`src/logic/stm_defines.svh`:
```
// Register offsets, reset values, counter width and timing counts of the standard timer.
`ifndef STM_DEFINES_SVH
`define STM_DEFINES_SVH
`define STM_ADDR_W         3
`define STM_OFF_CTRL_A     3'h0
`define STM_OFF_CTRL_B     3'h1
`define STM_OFF_CNT_LO     3'h2
`define STM_OFF_CNT_HI     3'h3
`define STM_OFF_CMPA_LO    3'h4
`define STM_OFF_CMPA_HI    3'h5
`define STM_OFF_CAPT_LO    3'h6
`define STM_OFF_CAPT_HI    3'h7
`define STM_CTRL_RESET     8'h00
`define STM_CNT_W          10
`define STM_CNT_MAX        10'h3FF
`define STM_SYS_DIV        4'h3
`define STM_HI_DIV16       4'hF
`define STM_HI_DIV64       6'h3F
`define STM_SUB_DIV        9'h12B
`endif

```
`src/logic/stm_pkg.sv`:
```
// Types shared by the standard timer design.
package stm_pkg;
    typedef enum logic [1:0] {
        STM_MODE_COMPARE = 2'h0,
        STM_MODE_CAPTURE = 2'h1,
        STM_MODE_PWM     = 2'h2,
        STM_MODE_TIMER   = 2'h3
    } stm_mode_type;

    typedef struct packed {
        logic       pause_bit;
        logic [2:0] clock_select_field;
        logic       run_enable_bit;
        logic [2:0] period_compare_field;
    } stm_ctrl_a_type;

    typedef struct packed {
        stm_mode_type mode_field;
        logic [1:0]   pin_function_field;
        logic         output_control_bit;
        logic         polarity_bit;
        logic         duty_period_select_bit;
        logic         clear_select_bit;
    } stm_ctrl_b_type;

    typedef enum {
        STM_PULSE_IDLE,
        STM_PULSE_ACTIVE
    } stm_pulse_state_type;
endpackage : stm_pkg

```
`src/logic/stm_timer.sv`:
```
// Standard 10-bit timer: control registers, counter, comparators and pin logic.
//
// Overview of operation
// - Pause bit holds the counter value; clearing it resumes from there.
// - Clock select field picks sys/4, sys, high/16, high/64, sub, ext edges.
// - Run enable rising edge zeroes counter; clearing it stops and keeps value.
// - Compare mode: run enable rising edge restores the initial pin level.
// - Period value is compared with counter bits 9..7; zero means 1024 clocks.
// - Period value zero lets the counter run to maximum and overflow.
// - Mode field: compare output, capture, PWM/single pulse, timer/counter.
// - Timer/counter mode drives the pin low; control and polarity unused.
// - Compare mode match A: keep, drive low, drive high or toggle pin.
// - PWM mode pin field: inactive, active, PWM or single pulse output.
// - Capture mode pin field: rising, falling, both edges, or disabled.
// - A match asking for the level already present shows no change.
// - Output control bit: initial level in compare, active level in PWM.
// - Polarity bit inverts the output pin except in timer/counter mode.
// - Duty/period select bit swaps comparator roles in PWM mode.
// - Clear select 1 clears on match A, 0 on match P or overflow.
// - Clear select bit is ignored in PWM, single pulse and capture modes.
// - Counter readable as a byte pair; comparator A value is read/write pair.
// - Low compare byte writes go to a buffer, copied on high byte write.
// - High byte reads latch the low byte into the buffer for later read.
// - Counter clear by overflow or match raises the interrupt signal.
// - With clear select high in compare or timer mode only the comparator A flag is raised.
//
// Decided for this implementation: the register addresses and the plain strobed port.
`timescale 1ns/100ps
`default_nettype none
`include "stm_defines.svh"

module stm_timer
    import stm_pkg::*;
(
    input  wire logic                   sys_clk_i,
    input  wire logic                   rst_b_i,
    input  wire logic [`STM_ADDR_W-1:0] addr_i,
    input  wire logic [7:0]             wdata_i,
    input  wire logic                   wr_i,
    input  wire logic                   rd_i,
    output var  logic [7:0]             rdata_o,
    input  wire logic                   high_clk_tick_i,
    input  wire logic                   external_clock_pin_i,
    input  wire logic                   capture_input_pin_i,
    output var  logic                   timer_output_pin_o,
    output var  logic                   timer_output_pin_b_o,
    output var  logic                   comparator_a_flag_o,
    output var  logic                   comparator_p_flag_o,
    output var  logic                   timer_irq_o
);

    // ----------------------------------------------------------------
    // Helpers
    // ----------------------------------------------------------------

    // Filtered level of a three-stage synchroniser: changes when stages two and three agree.
    function automatic logic filt(input logic [2:0] s, input logic prev);
        return (s[1] == s[2]) ? s[2] : prev;
    endfunction

    // Next value of a free-running prescaler counting down to zero.
    function automatic logic [8:0] prescale(input logic [8:0] c, input logic [8:0] top);
        return (c == 9'h000) ? top : c - 9'h001;
    endfunction

    // ----------------------------------------------------------------
    // Declarations
    // ----------------------------------------------------------------
    stm_ctrl_a_type              ctrl_a_q;
    stm_ctrl_b_type              ctrl_b_q;
    logic [`STM_CNT_W-1:0]       count_q;
    logic [`STM_CNT_W-1:0]       cmpa_q;
    logic [`STM_CNT_W-1:0]       capt_q;
    logic [7:0]                  buf_q;
    logic                        run_prev_q;
    logic [2:0]                  ext_sync_q;
    logic [2:0]                  cap_sync_q;
    logic [2:0]                  hi_sync_q;
    logic                        ext_lvl_q;
    logic                        cap_lvl_q;
    logic                        hi_lvl_q;
    logic [8:0]                  sys_div_q;
    logic [8:0]                  hi_div_q;
    logic [8:0]                  sub_div_q;
    logic                        pin_q;
    stm_pulse_state_type         pulse_q;
    logic                        tick;
    logic                        run_rise;
    logic                        match_a;
    logic                        match_p;
    logic                        overflow;
    logic                        clear_cnt;
    logic                        pwm_level;
    logic                        ext_rise;
    logic                        ext_fall;
    logic                        cap_rise;
    logic                        cap_fall;
    logic                        hi_tick;
    logic                        capture_ev;
    logic                        pin_raw;
    logic [`STM_CNT_W-1:0]       period_full;

    assign run_rise = ctrl_a_q.run_enable_bit & ~run_prev_q;

    // ----------------------------------------------------------------
    // Pin synchronisers
    // ----------------------------------------------------------------

    // Three stages on each pin; only stages two and three feed the filtered level.
    always_ff @(posedge sys_clk_i or negedge rst_b_i) begin
        if (!rst_b_i) begin
            ext_sync_q <= 3'h0;
            cap_sync_q <= 3'h0;
            hi_sync_q  <= 3'h0;
            ext_lvl_q  <= 1'b0;
            cap_lvl_q  <= 1'b0;
            hi_lvl_q   <= 1'b0;
        end else begin
            ext_sync_q <= {ext_sync_q[1:0], external_clock_pin_i};
            cap_sync_q <= {cap_sync_q[1:0], capture_input_pin_i};
            hi_sync_q  <= {hi_sync_q[1:0], high_clk_tick_i};
            ext_lvl_q  <= filt(ext_sync_q, ext_lvl_q);
            cap_lvl_q  <= filt(cap_sync_q, cap_lvl_q);
            hi_lvl_q   <= filt(hi_sync_q, hi_lvl_q);
        end
    end

    assign ext_rise = filt(ext_sync_q, ext_lvl_q) & ~ext_lvl_q;
    assign ext_fall = ~filt(ext_sync_q, ext_lvl_q) & ext_lvl_q;
    assign cap_rise = filt(cap_sync_q, cap_lvl_q) & ~cap_lvl_q;
    assign cap_fall = ~filt(cap_sync_q, cap_lvl_q) & cap_lvl_q;
    assign hi_tick  = filt(hi_sync_q, hi_lvl_q) & ~hi_lvl_q;

    // ----------------------------------------------------------------
    // Count clock selection
    // ----------------------------------------------------------------

    // Prescalers run always so that the selected rate is steady when the timer starts.
    always_ff @(posedge sys_clk_i or negedge rst_b_i) begin
        if (!rst_b_i) begin
            sys_div_q <= 9'h000;
            hi_div_q  <= 9'h000;
            sub_div_q <= 9'h000;
        end else begin
            sys_div_q <= prescale(sys_div_q, {5'h00, `STM_SYS_DIV});
            sub_div_q <= prescale(sub_div_q, `STM_SUB_DIV);
            if (hi_tick) begin
                hi_div_q <= prescale(hi_div_q, {3'h0, `STM_HI_DIV64});
            end
        end
    end

    // The sub clock is approximated from the system clock; the high clock arrives as pin ticks.
    always_comb begin
        case (ctrl_a_q.clock_select_field)
            3'h0:    tick = (sys_div_q == 9'h000);
            3'h1:    tick = 1'b1;
            3'h2:    tick = hi_tick & (hi_div_q[3:0] == 4'h0);
            3'h3:    tick = hi_tick & (hi_div_q[5:0] == 6'h00);
            3'h4:    tick = (sub_div_q == 9'h000);
            3'h5:    tick = (sub_div_q == 9'h000);
            3'h6:    tick = ext_rise;
            default: tick = ext_fall;
        endcase
    end

    // ----------------------------------------------------------------
    // Comparators
    // ----------------------------------------------------------------
    assign match_p     = (count_q == period_full - 10'h001)
                         && (ctrl_a_q.period_compare_field != 3'h0);
    assign match_a     = (count_q + 10'h001 == cmpa_q) && (cmpa_q != 10'h000);
    assign overflow    = (count_q == `STM_CNT_MAX);
    assign period_full = {ctrl_a_q.period_compare_field, 7'h00};

    // Clear source: PWM uses the period comparator chosen by the duty/period bit.
    always_comb begin
        if (ctrl_b_q.mode_field == STM_MODE_PWM) begin
            clear_cnt = ctrl_b_q.duty_period_select_bit ? match_a
                                                        : (match_p | overflow);
        end else if (ctrl_b_q.mode_field == STM_MODE_CAPTURE) begin
            clear_cnt = overflow;
        end else if (ctrl_b_q.clear_select_bit) begin
            clear_cnt = match_a;
        end else begin
            clear_cnt = match_p | overflow;
        end
    end

    // ----------------------------------------------------------------
    // Counter
    // ----------------------------------------------------------------

    // The counter moves only on a count tick while running and not paused, or to zero on a run enable rise.
    always_ff @(posedge sys_clk_i or negedge rst_b_i) begin
        if (!rst_b_i) begin
            count_q    <= 10'h000;
            run_prev_q <= 1'b0;
        end else begin
            run_prev_q <= ctrl_a_q.run_enable_bit;
            if (run_rise) begin
                count_q <= 10'h000;
            end else if (ctrl_a_q.run_enable_bit && !ctrl_a_q.pause_bit && tick) begin
                count_q <= clear_cnt ? 10'h000 : count_q + 10'h001;
            end
        end
    end

    // ----------------------------------------------------------------
    // Flags and interrupt
    // ----------------------------------------------------------------

    // Flags are one-cycle event pulses taken at the counting edge of a match.
    always_ff @(posedge sys_clk_i or negedge rst_b_i) begin
        if (!rst_b_i) begin
            comparator_a_flag_o <= 1'b0;
            comparator_p_flag_o <= 1'b0;
            timer_irq_o         <= 1'b0;
        end else begin
            comparator_a_flag_o <= tick && ctrl_a_q.run_enable_bit && !ctrl_a_q.pause_bit
                                   && match_a && ctrl_b_q.mode_field != STM_MODE_CAPTURE;
            comparator_p_flag_o <= tick && ctrl_a_q.run_enable_bit && !ctrl_a_q.pause_bit
                                   && (match_p | overflow)
                                   && !(ctrl_b_q.clear_select_bit
                                        && ctrl_b_q.mode_field[1] == ctrl_b_q.mode_field[0]);
            timer_irq_o         <= (tick && ctrl_a_q.run_enable_bit && !ctrl_a_q.pause_bit
                                    && (clear_cnt | match_a)) | capture_ev;
        end
    end

    // ----------------------------------------------------------------
    // Capture
    // ----------------------------------------------------------------
    always_comb begin
        case (ctrl_b_q.pin_function_field)
            2'h0:    capture_ev = cap_rise;
            2'h1:    capture_ev = cap_fall;
            2'h2:    capture_ev = cap_rise | cap_fall;
            default: capture_ev = 1'b0;
        endcase
        if (ctrl_b_q.mode_field != STM_MODE_CAPTURE || !ctrl_a_q.run_enable_bit) begin
            capture_ev = 1'b0;
        end
    end

    // Captured count is held so software can read the edge time.
    always_ff @(posedge sys_clk_i or negedge rst_b_i) begin
        if (!rst_b_i) begin
            capt_q <= 10'h000;
        end else if (capture_ev) begin
            capt_q <= count_q;
        end
    end

    // ----------------------------------------------------------------
    // Output pin
    // ----------------------------------------------------------------

    // PWM duty level; a duty at or above the period gives full duty.
    always_comb begin
        if (ctrl_b_q.duty_period_select_bit) begin
            pwm_level = (ctrl_a_q.period_compare_field == 3'h0) ? 1'b1
                        : (count_q < period_full);
        end else begin
            pwm_level = (count_q < cmpa_q);
        end
    end

    // Pin state machine: compare actions, PWM forcing and single pulse.
    always_ff @(posedge sys_clk_i or negedge rst_b_i) begin
        if (!rst_b_i) begin
            pin_q   <= 1'b0;
            pulse_q <= STM_PULSE_IDLE;
        end else begin
            case (ctrl_b_q.mode_field)
                STM_MODE_COMPARE: begin
                    if (run_rise) begin
                        pin_q <= ctrl_b_q.output_control_bit;
                    end else if (tick && ctrl_a_q.run_enable_bit && !ctrl_a_q.pause_bit
                                 && match_a) begin
                        // Driving an already present level leaves the pin unchanged.
                        case (ctrl_b_q.pin_function_field)
                            2'h1:    pin_q <= 1'b0;
                            2'h2:    pin_q <= 1'b1;
                            2'h3:    pin_q <= ~pin_q;
                            default: pin_q <= pin_q;
                        endcase
                    end
                end
                STM_MODE_PWM: begin
                    case (ctrl_b_q.pin_function_field)
                        2'h0:    pin_q <= 1'b0;
                        2'h1:    pin_q <= 1'b1;
                        2'h2:    pin_q <= ctrl_a_q.run_enable_bit & pwm_level;
                        default: begin
                            // Single pulse: trigger by run rise or external rising edge.
                            case (pulse_q)
                                STM_PULSE_IDLE: begin
                                    pin_q <= 1'b0;
                                    if (run_rise || (ctrl_a_q.run_enable_bit && ext_rise)) begin
                                        pulse_q <= STM_PULSE_ACTIVE;
                                        pin_q   <= 1'b1;
                                    end
                                end
                                STM_PULSE_ACTIVE: begin
                                    if (!ctrl_a_q.run_enable_bit || (tick && match_a)) begin
                                        pulse_q <= STM_PULSE_IDLE;
                                        pin_q   <= 1'b0;
                                    end
                                end
                                default: pulse_q <= STM_PULSE_IDLE;
                            endcase
                        end
                    endcase
                end
                default: pin_q <= pin_q;
            endcase
        end
    end

    // Active level and polarity; timer/counter mode leaves the pin low and unused.
    always_comb begin
        if (ctrl_b_q.mode_field == STM_MODE_PWM) begin
            pin_raw = ctrl_b_q.output_control_bit ? pin_q : ~pin_q;
        end else begin
            pin_raw = pin_q;
        end
        pin_raw = pin_raw ^ ctrl_b_q.polarity_bit;
        if (ctrl_b_q.mode_field == STM_MODE_TIMER) begin
            pin_raw = 1'b0;
        end
    end

    always_ff @(posedge sys_clk_i or negedge rst_b_i) begin
        if (!rst_b_i) begin
            timer_output_pin_o   <= 1'b0;
            timer_output_pin_b_o <= 1'b1;
        end else begin
            timer_output_pin_o   <= pin_raw;
            timer_output_pin_b_o <= ~pin_raw;
        end
    end

    // ----------------------------------------------------------------
    // Register writes
    // ----------------------------------------------------------------

    // Control registers; the mode and pin fields are expected to change only while off.
    always_ff @(posedge sys_clk_i or negedge rst_b_i) begin
        if (!rst_b_i) begin
            ctrl_a_q <= `STM_CTRL_RESET;
            ctrl_b_q <= `STM_CTRL_RESET;
        end else if (wr_i && addr_i == `STM_OFF_CTRL_A) begin
            ctrl_a_q <= wdata_i;
        end else if (wr_i && addr_i == `STM_OFF_CTRL_B) begin
            ctrl_b_q <= wdata_i;
        end
    end

    // Shared byte buffer and the comparator A pair.
    always_ff @(posedge sys_clk_i or negedge rst_b_i) begin
        if (!rst_b_i) begin
            buf_q  <= 8'h00;
            cmpa_q <= 10'h000;
        end else if (wr_i && addr_i == `STM_OFF_CMPA_LO) begin
            buf_q <= wdata_i;
        end else if (wr_i && addr_i == `STM_OFF_CMPA_HI) begin
            cmpa_q <= {wdata_i[1:0], buf_q};
        end else if (rd_i && addr_i == `STM_OFF_CNT_HI) begin
            buf_q <= count_q[7:0];
        end else if (rd_i && addr_i == `STM_OFF_CMPA_HI) begin
            buf_q <= cmpa_q[7:0];
        end else if (rd_i && addr_i == `STM_OFF_CAPT_HI) begin
            buf_q <= capt_q[7:0];
        end
    end

    // ----------------------------------------------------------------
    // Register reads
    // ----------------------------------------------------------------

    // Read data stand for exactly one cycle after the strobe; otherwise zero.
    always_ff @(posedge sys_clk_i or negedge rst_b_i) begin
        if (!rst_b_i) begin
            rdata_o <= 8'h00;
        end else if (!rd_i) begin
            rdata_o <= 8'h00;
        end else begin
            case (addr_i)
                `STM_OFF_CTRL_A:  rdata_o <= ctrl_a_q;
                `STM_OFF_CTRL_B:  rdata_o <= ctrl_b_q;
                `STM_OFF_CNT_LO:  rdata_o <= buf_q;
                `STM_OFF_CNT_HI:  rdata_o <= {6'h00, count_q[9:8]};
                `STM_OFF_CMPA_LO: rdata_o <= buf_q;
                `STM_OFF_CMPA_HI: rdata_o <= {6'h00, cmpa_q[9:8]};
                `STM_OFF_CAPT_LO: rdata_o <= buf_q;
                default:          rdata_o <= {6'h00, capt_q[9:8]};
            endcase
        end
    end

endmodule // stm_timer
`default_nettype wire

```
`config.mk`:
```
export PLATFORM = sky130hd
export DESIGN_NAME = stm_timer
export DESIGN_NICKNAME = d
export VERILOG_FILES = /design/src/logic/stm_pkg.sv /design/src/logic/stm_timer.sv
export VERILOG_INCLUDE_DIRS = /design/src /design/src/logic
export SDC_FILE = /design/constraint.sdc
export NUM_CORES = 1
export LEC_CHECK = 0
export BUFFER_PORTS_ARGS = -buffer_cell sky130_fd_sc_hd__buf_2
export CAP_MARGIN = 30
export CORE_MARGIN = 4
export CORE_UTILIZATION = 45
export DETAILED_ROUTE_END_ITERATION = 7
export HOLD_SLACK_MARGIN = 0.05
export PLACE_DENSITY_LB_ADDON = 0.15
export SLEW_MARGIN = 0
export SYNTH_ARGS = -nofsm -noshare
export SYNTH_HDL_FRONTEND = slang
export SYNTH_SLANG_ARGS = --single-unit
```
`constraint.sdc`:
```
create_clock -name sys_clk_i -period 7 [get_ports sys_clk_i]
set_clock_uncertainty 0.15 [all_clocks]
set_input_delay 1.75 -clock sys_clk_i [delete_from_list [all_inputs] [get_ports sys_clk_i]]
set_output_delay 1.75 -clock sys_clk_i [all_outputs]
set_load 0.01 [all_outputs]
```
# Yosys cells after proc, flatten, opt, wreduce, memory -nomap -nowiden
# Index checks and enable logic that the tools add are counted.
[word_totals]
reg_bits = 140
ramBits = 0
latch_bits = 0
output_inout_bits = 13
memories = 0
inputBits = 18
rom_bits = 0
[classes]
mux = 39
bitwise = 25
n_div = 0
eq_ne = 35
n_shift = 0
mul = 0
order_cmp = 2
n_reduce_logical = 51
n_addsub = 5
[ops]
columns = ["op", "count"]
rows = [
  ["32-bit 2-to-1 mux", 2],
  ["32-bit case mux with 2 select lines", 1],
  ["8-bit 2-to-1 mux", 6],
  ["8-bit case mux with 5 select lines", 1],
  ["32-bit by 1-bit == test with 1-bit output (second input constant)", 1],
  ["32-bit logical NOT", 1],
  ["10-bit 2-to-1 mux", 3],
  ["9-bit logical NOT", 3],
  ["9-bit 2-to-1 mux", 3],
  ["9-bit by 1-bit subtractor with 9-bit output (second input constant)", 3],
  ["3-bit == test (second input constant)", 7],
  ["1-bit logical AND", 21],
  ["10-bit == test", 2],
  ["10-bit < comparator", 2],
  ["1-bit 2-to-1 mux", 17],
  ["3-bit by 2-bit == test with 1-bit output (second input constant)", 4],
  ["1-bit inverter", 11],
  ["10-bit by 1-bit adder with 10-bit output (second input constant)", 1],
  ["10-bit == test (second input constant)", 1],
  ["10-bit nonzero test", 1],
  ["10-bit by 1-bit subtractor with 10-bit output (second input constant)", 1],
  ["1-bit AND", 9],
  ["3-bit logical NOT", 3],
  ["1-bit case mux with 3 select lines", 3],
  ["other kinds (27)", 50],
]

# Logic depth before layout (Yosys ltp)
[logic_depth]
ltp_word = 11
mapped_depth = 11
ltp_nobuf = 9

# Least setup slack after synthesis
# No wires, ideal clock.
[synth_path]
path_kind = "input-to-reg"
startpoint = "input port addr_i[2]"
endpoint = "register buf_q[6]"
path_slack_ns = 3.292
cell_stages = 6
required_ns = 6.773
arrival_time_ns = 3.481
cell_sequence = "clkbuf_1 > nor4b_1 > o21bai_1 > clkbuf_1 > nor2_1 > a21oi_1"
[synth_via]
elab_chain_cells = 6
word_cells_on_any_way = 16
[synth_lines]
columns = ["element", "line_no", "source"]
rows = [
  ["from (decl)", "stm_timer.sv:37", "input wire logic [`STM_ADDR_W-1:0] addr_i,"],
  ["3-bit == test", "-", ""],
  ["1-bit logical AND (no line)", "-", ""],
  ["8-bit 2-to-1 mux", "stm_timer.sv:371", "end else if (rd_i && addr_i == `STM_OFF_CMPA_HI) begin"],
  ["8-bit 2-to-1 mux", "stm_timer.sv:369", "end else if (rd_i && addr_i == `STM_OFF_CNT_HI) begin"],
  ["8-bit 2-to-1 mux", "stm_timer.sv:367", "end else if (wr_i && addr_i == `STM_OFF_CMPA_HI) begin"],
  ["8-bit 2-to-1 mux", "stm_timer.sv:365", "end else if (wr_i && addr_i == `STM_OFF_CMPA_LO) begin"],
  ["to (signal assigned)", "stm_timer.sv:366", "buf_q <= wdata_i;"],
  ["to (signal assigned)", "stm_timer.sv:370", "buf_q <= count_q[7:0];"],
  ["to (signal assigned)", "stm_timer.sv:372", "buf_q <= cmpa_q[7:0];"],
  ["to (decl)", "stm_timer.sv:74", "logic [7:0] buf_q;"],
]
# Parallel ways exist; a longest one is shown, timed or not. The select of a mux whose other input is x is not followed.
# A chain may end at the register's enable or synchronous reset.

# Worst setup path in the final report
[layout_path]
startpoint = "register count_q[0]"
endpoint = "register count_q[9]"
[layout_via]
elab_chain_cells = 9
word_cells_on_any_way = 14
[layout_lines]
columns = ["element", "line_no", "source"]
rows = [
  ["from (decl)", "stm_timer.sv:71", "logic [`STM_CNT_W-1:0] count_q;"],
  ["from (signal assigned)", "stm_timer.sv:204", "count_q <= clear_cnt ? 10'h000 : count_q + 10'h001;"],
  ["10-bit by 1-bit adder with 10-bit output / 10-bit == test (equally long branches)", "stm_timer.sv:172, stm_timer.sv:204, stm_timer.sv:170", ""],
  ["10-bit == test / 1-bit logical AND (equally long branches)", "stm_timer.sv:172, stm_timer.sv:171", ""],
  ["1-bit logical AND / 1-bit bitwise OR (equally long branches)", "stm_timer.sv:172, stm_timer.sv:180, stm_timer.sv:186", ""],
  ["1-bit 2-to-1 mux", "stm_timer.sv:183", "end else if (ctrl_b_q.clear_select_bit) begin"],
  ["1-bit 2-to-1 mux", "stm_timer.sv:181", "end else if (ctrl_b_q.mode_field == STM_MODE_CAPTURE) begin"],
  ["1-bit 2-to-1 mux", "stm_timer.sv:178", "if (ctrl_b_q.mode_field == STM_MODE_PWM) begin"],
  ["10-bit 2-to-1 mux (*)", "stm_timer.sv:204", ""],
  ["10-bit 2-to-1 mux (*)", "stm_timer.sv:203", "end else if (ctrl_a_q.run_enable_bit && !ctrl_a_q.pause_bit && tick) begin"],
  ["10-bit 2-to-1 mux (*)", "stm_timer.sv:201", "if (run_rise) begin"],
]
# Mark *: on every way between the ends. The rest lies on a longest branch, timed or not. The select of a mux whose other input is x is not followed.

==> qor.yml <==
outcome: "completed"
reg2reg_slack_ns: 3.38
grt_max_degree: 67
path_clk_slew_ns: 0.07
h-tree-depth: 3
hpwl_um: 10400
switching_share_pct: 31.0
grt_pass1_wl_um: 23600
rsz0062_at_grt: "false"
finalMaxSlewViolations: 0
cap_violations: 0
drtAntennaViolNets: 0
leakagePower_nw: 3.08
die_h_um: 124
netlist_instances: 626
hold_violations: 0
antenna_found_initial: 0
drive_gt1_share_pct: 14.6
ctsHoldBuffers: 0
setup_viol: 0
io_buffers: 30
setup.worst_path.end_class: "register"
drt_iter0_drc: 446
dr.pass1.iters: 6
dieArea_sq_um: 15300
critical_path_class: "register to register"
crit_buf_inv: 0
combPwrFrac_pct: 23.0
yosys.area.top_type: "dfrtp_1"
avgViaCountPerCell: 5.61
post_cts_buffers: 0
synth_nets: 676
fin_ws_ns: 3.38
syn2layout_area_growth_pct: 10.5
die_width_um: 124
seqPwrFrac_pct: 47.3
critPathRequiredTime_ns: 7.09
async_reset_ff_share_pct: 100
r2r-start: "count_q[0]"
grt_pass1_vias: 4504
p_per_area_nw_per_um2: 266
startpoint_type: "register"
yosysSeqAreaShare_pct: 45.4
place_area_sq_um: 6330
min_from: "hi_sync_q[0]"
fp.coreArea_sq_um: 12800
mostFrequentLayoutCells: "dfrtp_1 (108), nor2_1 (62), nand2_1 (59)"
gp_congestion: 0.968
synth_area_leaders: "dfrtp_1 (45%), ha_1 (6.7%), mux2_2 (5.6%), a21oi_1 (3.9%), nor2_1 (3.9%)"
drc: 0
ys.flop_type: "dfrtp_1"
setup_total_negative_slack_ns: 0
diodes: 0
clock_path_buffers: 2
syn_area_sq_um: 6010
postCtsResizedCells: 0
worstSetupStartpoint: "count_q[0]"
cts.sinks: 109
critPathSlowestCell: "or4b_4"
final_cell_area_sq_um: 6640
tightest_slew_ns: 0.967
switchingPower_w: 0.000549
final_common_cell: "dfrtp_1"
clockPowerShare_pct: 29.7
slowest_delay_ns: 0.52
globalRouteOverflowTotal: 0
cts-root-buf: "clkbuf_16"
start_util_pct: 46.8
p_int_w: 0.00122
ys_seq_elements: 109
arrival_ns: 3.71
reg2reg_to: "count_q[9]"
ioPinCount: 31
avgRoutedWirePerCell_um: 17.1
route.vias.total: 4624
ys_types: 64
yosys.area.top_type_share_pct: 45.0
cts_buffers: 9
ir_drop_mv: 0.150
cts_tree: "done"
crit_path_end: "count_q[9]"
worst-path-stages: 8
num_rows: 41
crit_chain: "ha_1 > nand3_2 > or3_1 > or4b_4 > a2111oi_4 > a211oi_2 > and3_1 > a221o_1"
finish.utilization_pct: 51.8
avgSynthCellArea_sq_um: 9.60
reg2reg_depth: 8
track_usage_pct: 20.1
period_share_pct: 51.7
routed_wl_um: 14100
path_max_fanout: 17
insertion_delay_ns: 0.35
period_minus_slack_ns: 3.62
place_ws_ns: 3.21
slew_headroom_pct: 35.4
path_delay_family: "simple AND/OR/NAND/NOR gates"
hold_path_class: "register to register"
fmax_mhz: 276
ys_warn_count: 0
synth-edff-count: 0
final_nets: 697
worst register-to-register path, stage by stage, from the launching register on:
cell	delay, ns
dfrtp_1	0.49
ha_1	0.35
nand3_2	0.20
or3_1	0.44
or4b_4	0.52
a2111oi_4	0.48
a211oi_2	0.33
and3_1	0.28
a221o_1	0.25
sequential cells by signal (all words and copies together), names as in the netlist, 3 cells and up:
name	count
count_q	10
hi_sync_q	3
cmpa_q	10
sub_div_q	9
ctrl_b_q	8
ctrl_a_q	8
cap_sync_q	3
buf_q	8
sys_div_q	9
ext_sync_q	3
rdata_o	8
capt_q	10
hi_div_q	9
cells by family (layout without fill, tap and decap cells):
kind of cell	count (synthesis)	after routing	synth area share, %
multiplexers	33	33	6.33
AO/OA/AOI/OAI	134	134	14.3
flip-flops	109	109	45.4
buffers and inverters	68	94	4.33
AND/OR/NAND/NOR	217	217	17.8
adder cells (fa/ha/maj)	34	34	7.00
XOR/XNOR	31	31	4.75
metrics by stage:
step / total power (W) / instances / hold slack (ns)
2_1_floorplan: 0.00112 / 626 / 0.181
3_3_place_gp: 0.00124 / 805 / 0.183
3_5_place_dp: 0.00125 / 808 / 0.190
4_1_cts: 0.00179 / 824 / 0.206
5_1_grt: 0.00189 / 824 / 0.218
6_report: 0.00177 / 824 / 0.203
power groups by stage:
stage	registers, W	clock network (W)	logic (W)
detailed placement	0.000848	0	0.000406
finish	0.000837	0.000525	0.000407
global route	0.000852	0.000567	0.000469
CTS	0.000837	0.000544	0.000409
global placement	0.000846	0	0.000396
floorplan	0.000812	0	0.000307
worst min-delay path by stage:
| stage | to | slack, ns | cells past startpoint |
|---|---|---|---|
| after floorplan | cap_sync_q[1] | 0.18 | 0 |
| after global placement | hi_sync_q[1] | 0.18 | 0 |
| after detailed placement | hi_sync_q[1] | 0.19 | 0 |
| after CTS | hi_sync_q[1] | 0.21 | 0 |
| after global routing | hi_sync_q[1] | 0.22 | 0 |
| final | hi_sync_q[1] | 0.20 | 0 |
routing by layer:
| metal | track usage (%) | share of wire, % |
|---|---|---|
| met5 | 0 | 0 |
| met4 | 4.29 | 1.2 |
| met1 | 28.4 | 47 |
| met3 | 5.54 | 6.7 |
| met2 | 30.9 | 45 |
final cells by class:
class | instances | area (sq um)
Multi-Input combinational cell | 449 | 3030
Tap cell | 172 | 215
Clock buffer | 12 | 267
Clock inverter | 4 | 45.0
Timing Repair Buffer | 36 | 199
Sequential cell | 109 | 2730
Inverter | 42 | 158
Fill cell | 1184 | 6190
Yosys cell counts, drive strengths merged, types with 5 or more instances:
library cell and n:
a31oi 9, nand3b 5, nand2 59, nor3 13, nand3 16, a211oi 10
ha 32, nor3b 5, inv 41, nor4 6, or3 5, o21ai 28
buf 5, xor2 12, nand2b 8, mux2 30, a21o 8, dfrtp 108
clkbuf 21, nor2 62, nor2b 5, xnor2 18, and3 9, a21oi 47
(Power assumes the default switching activity.)
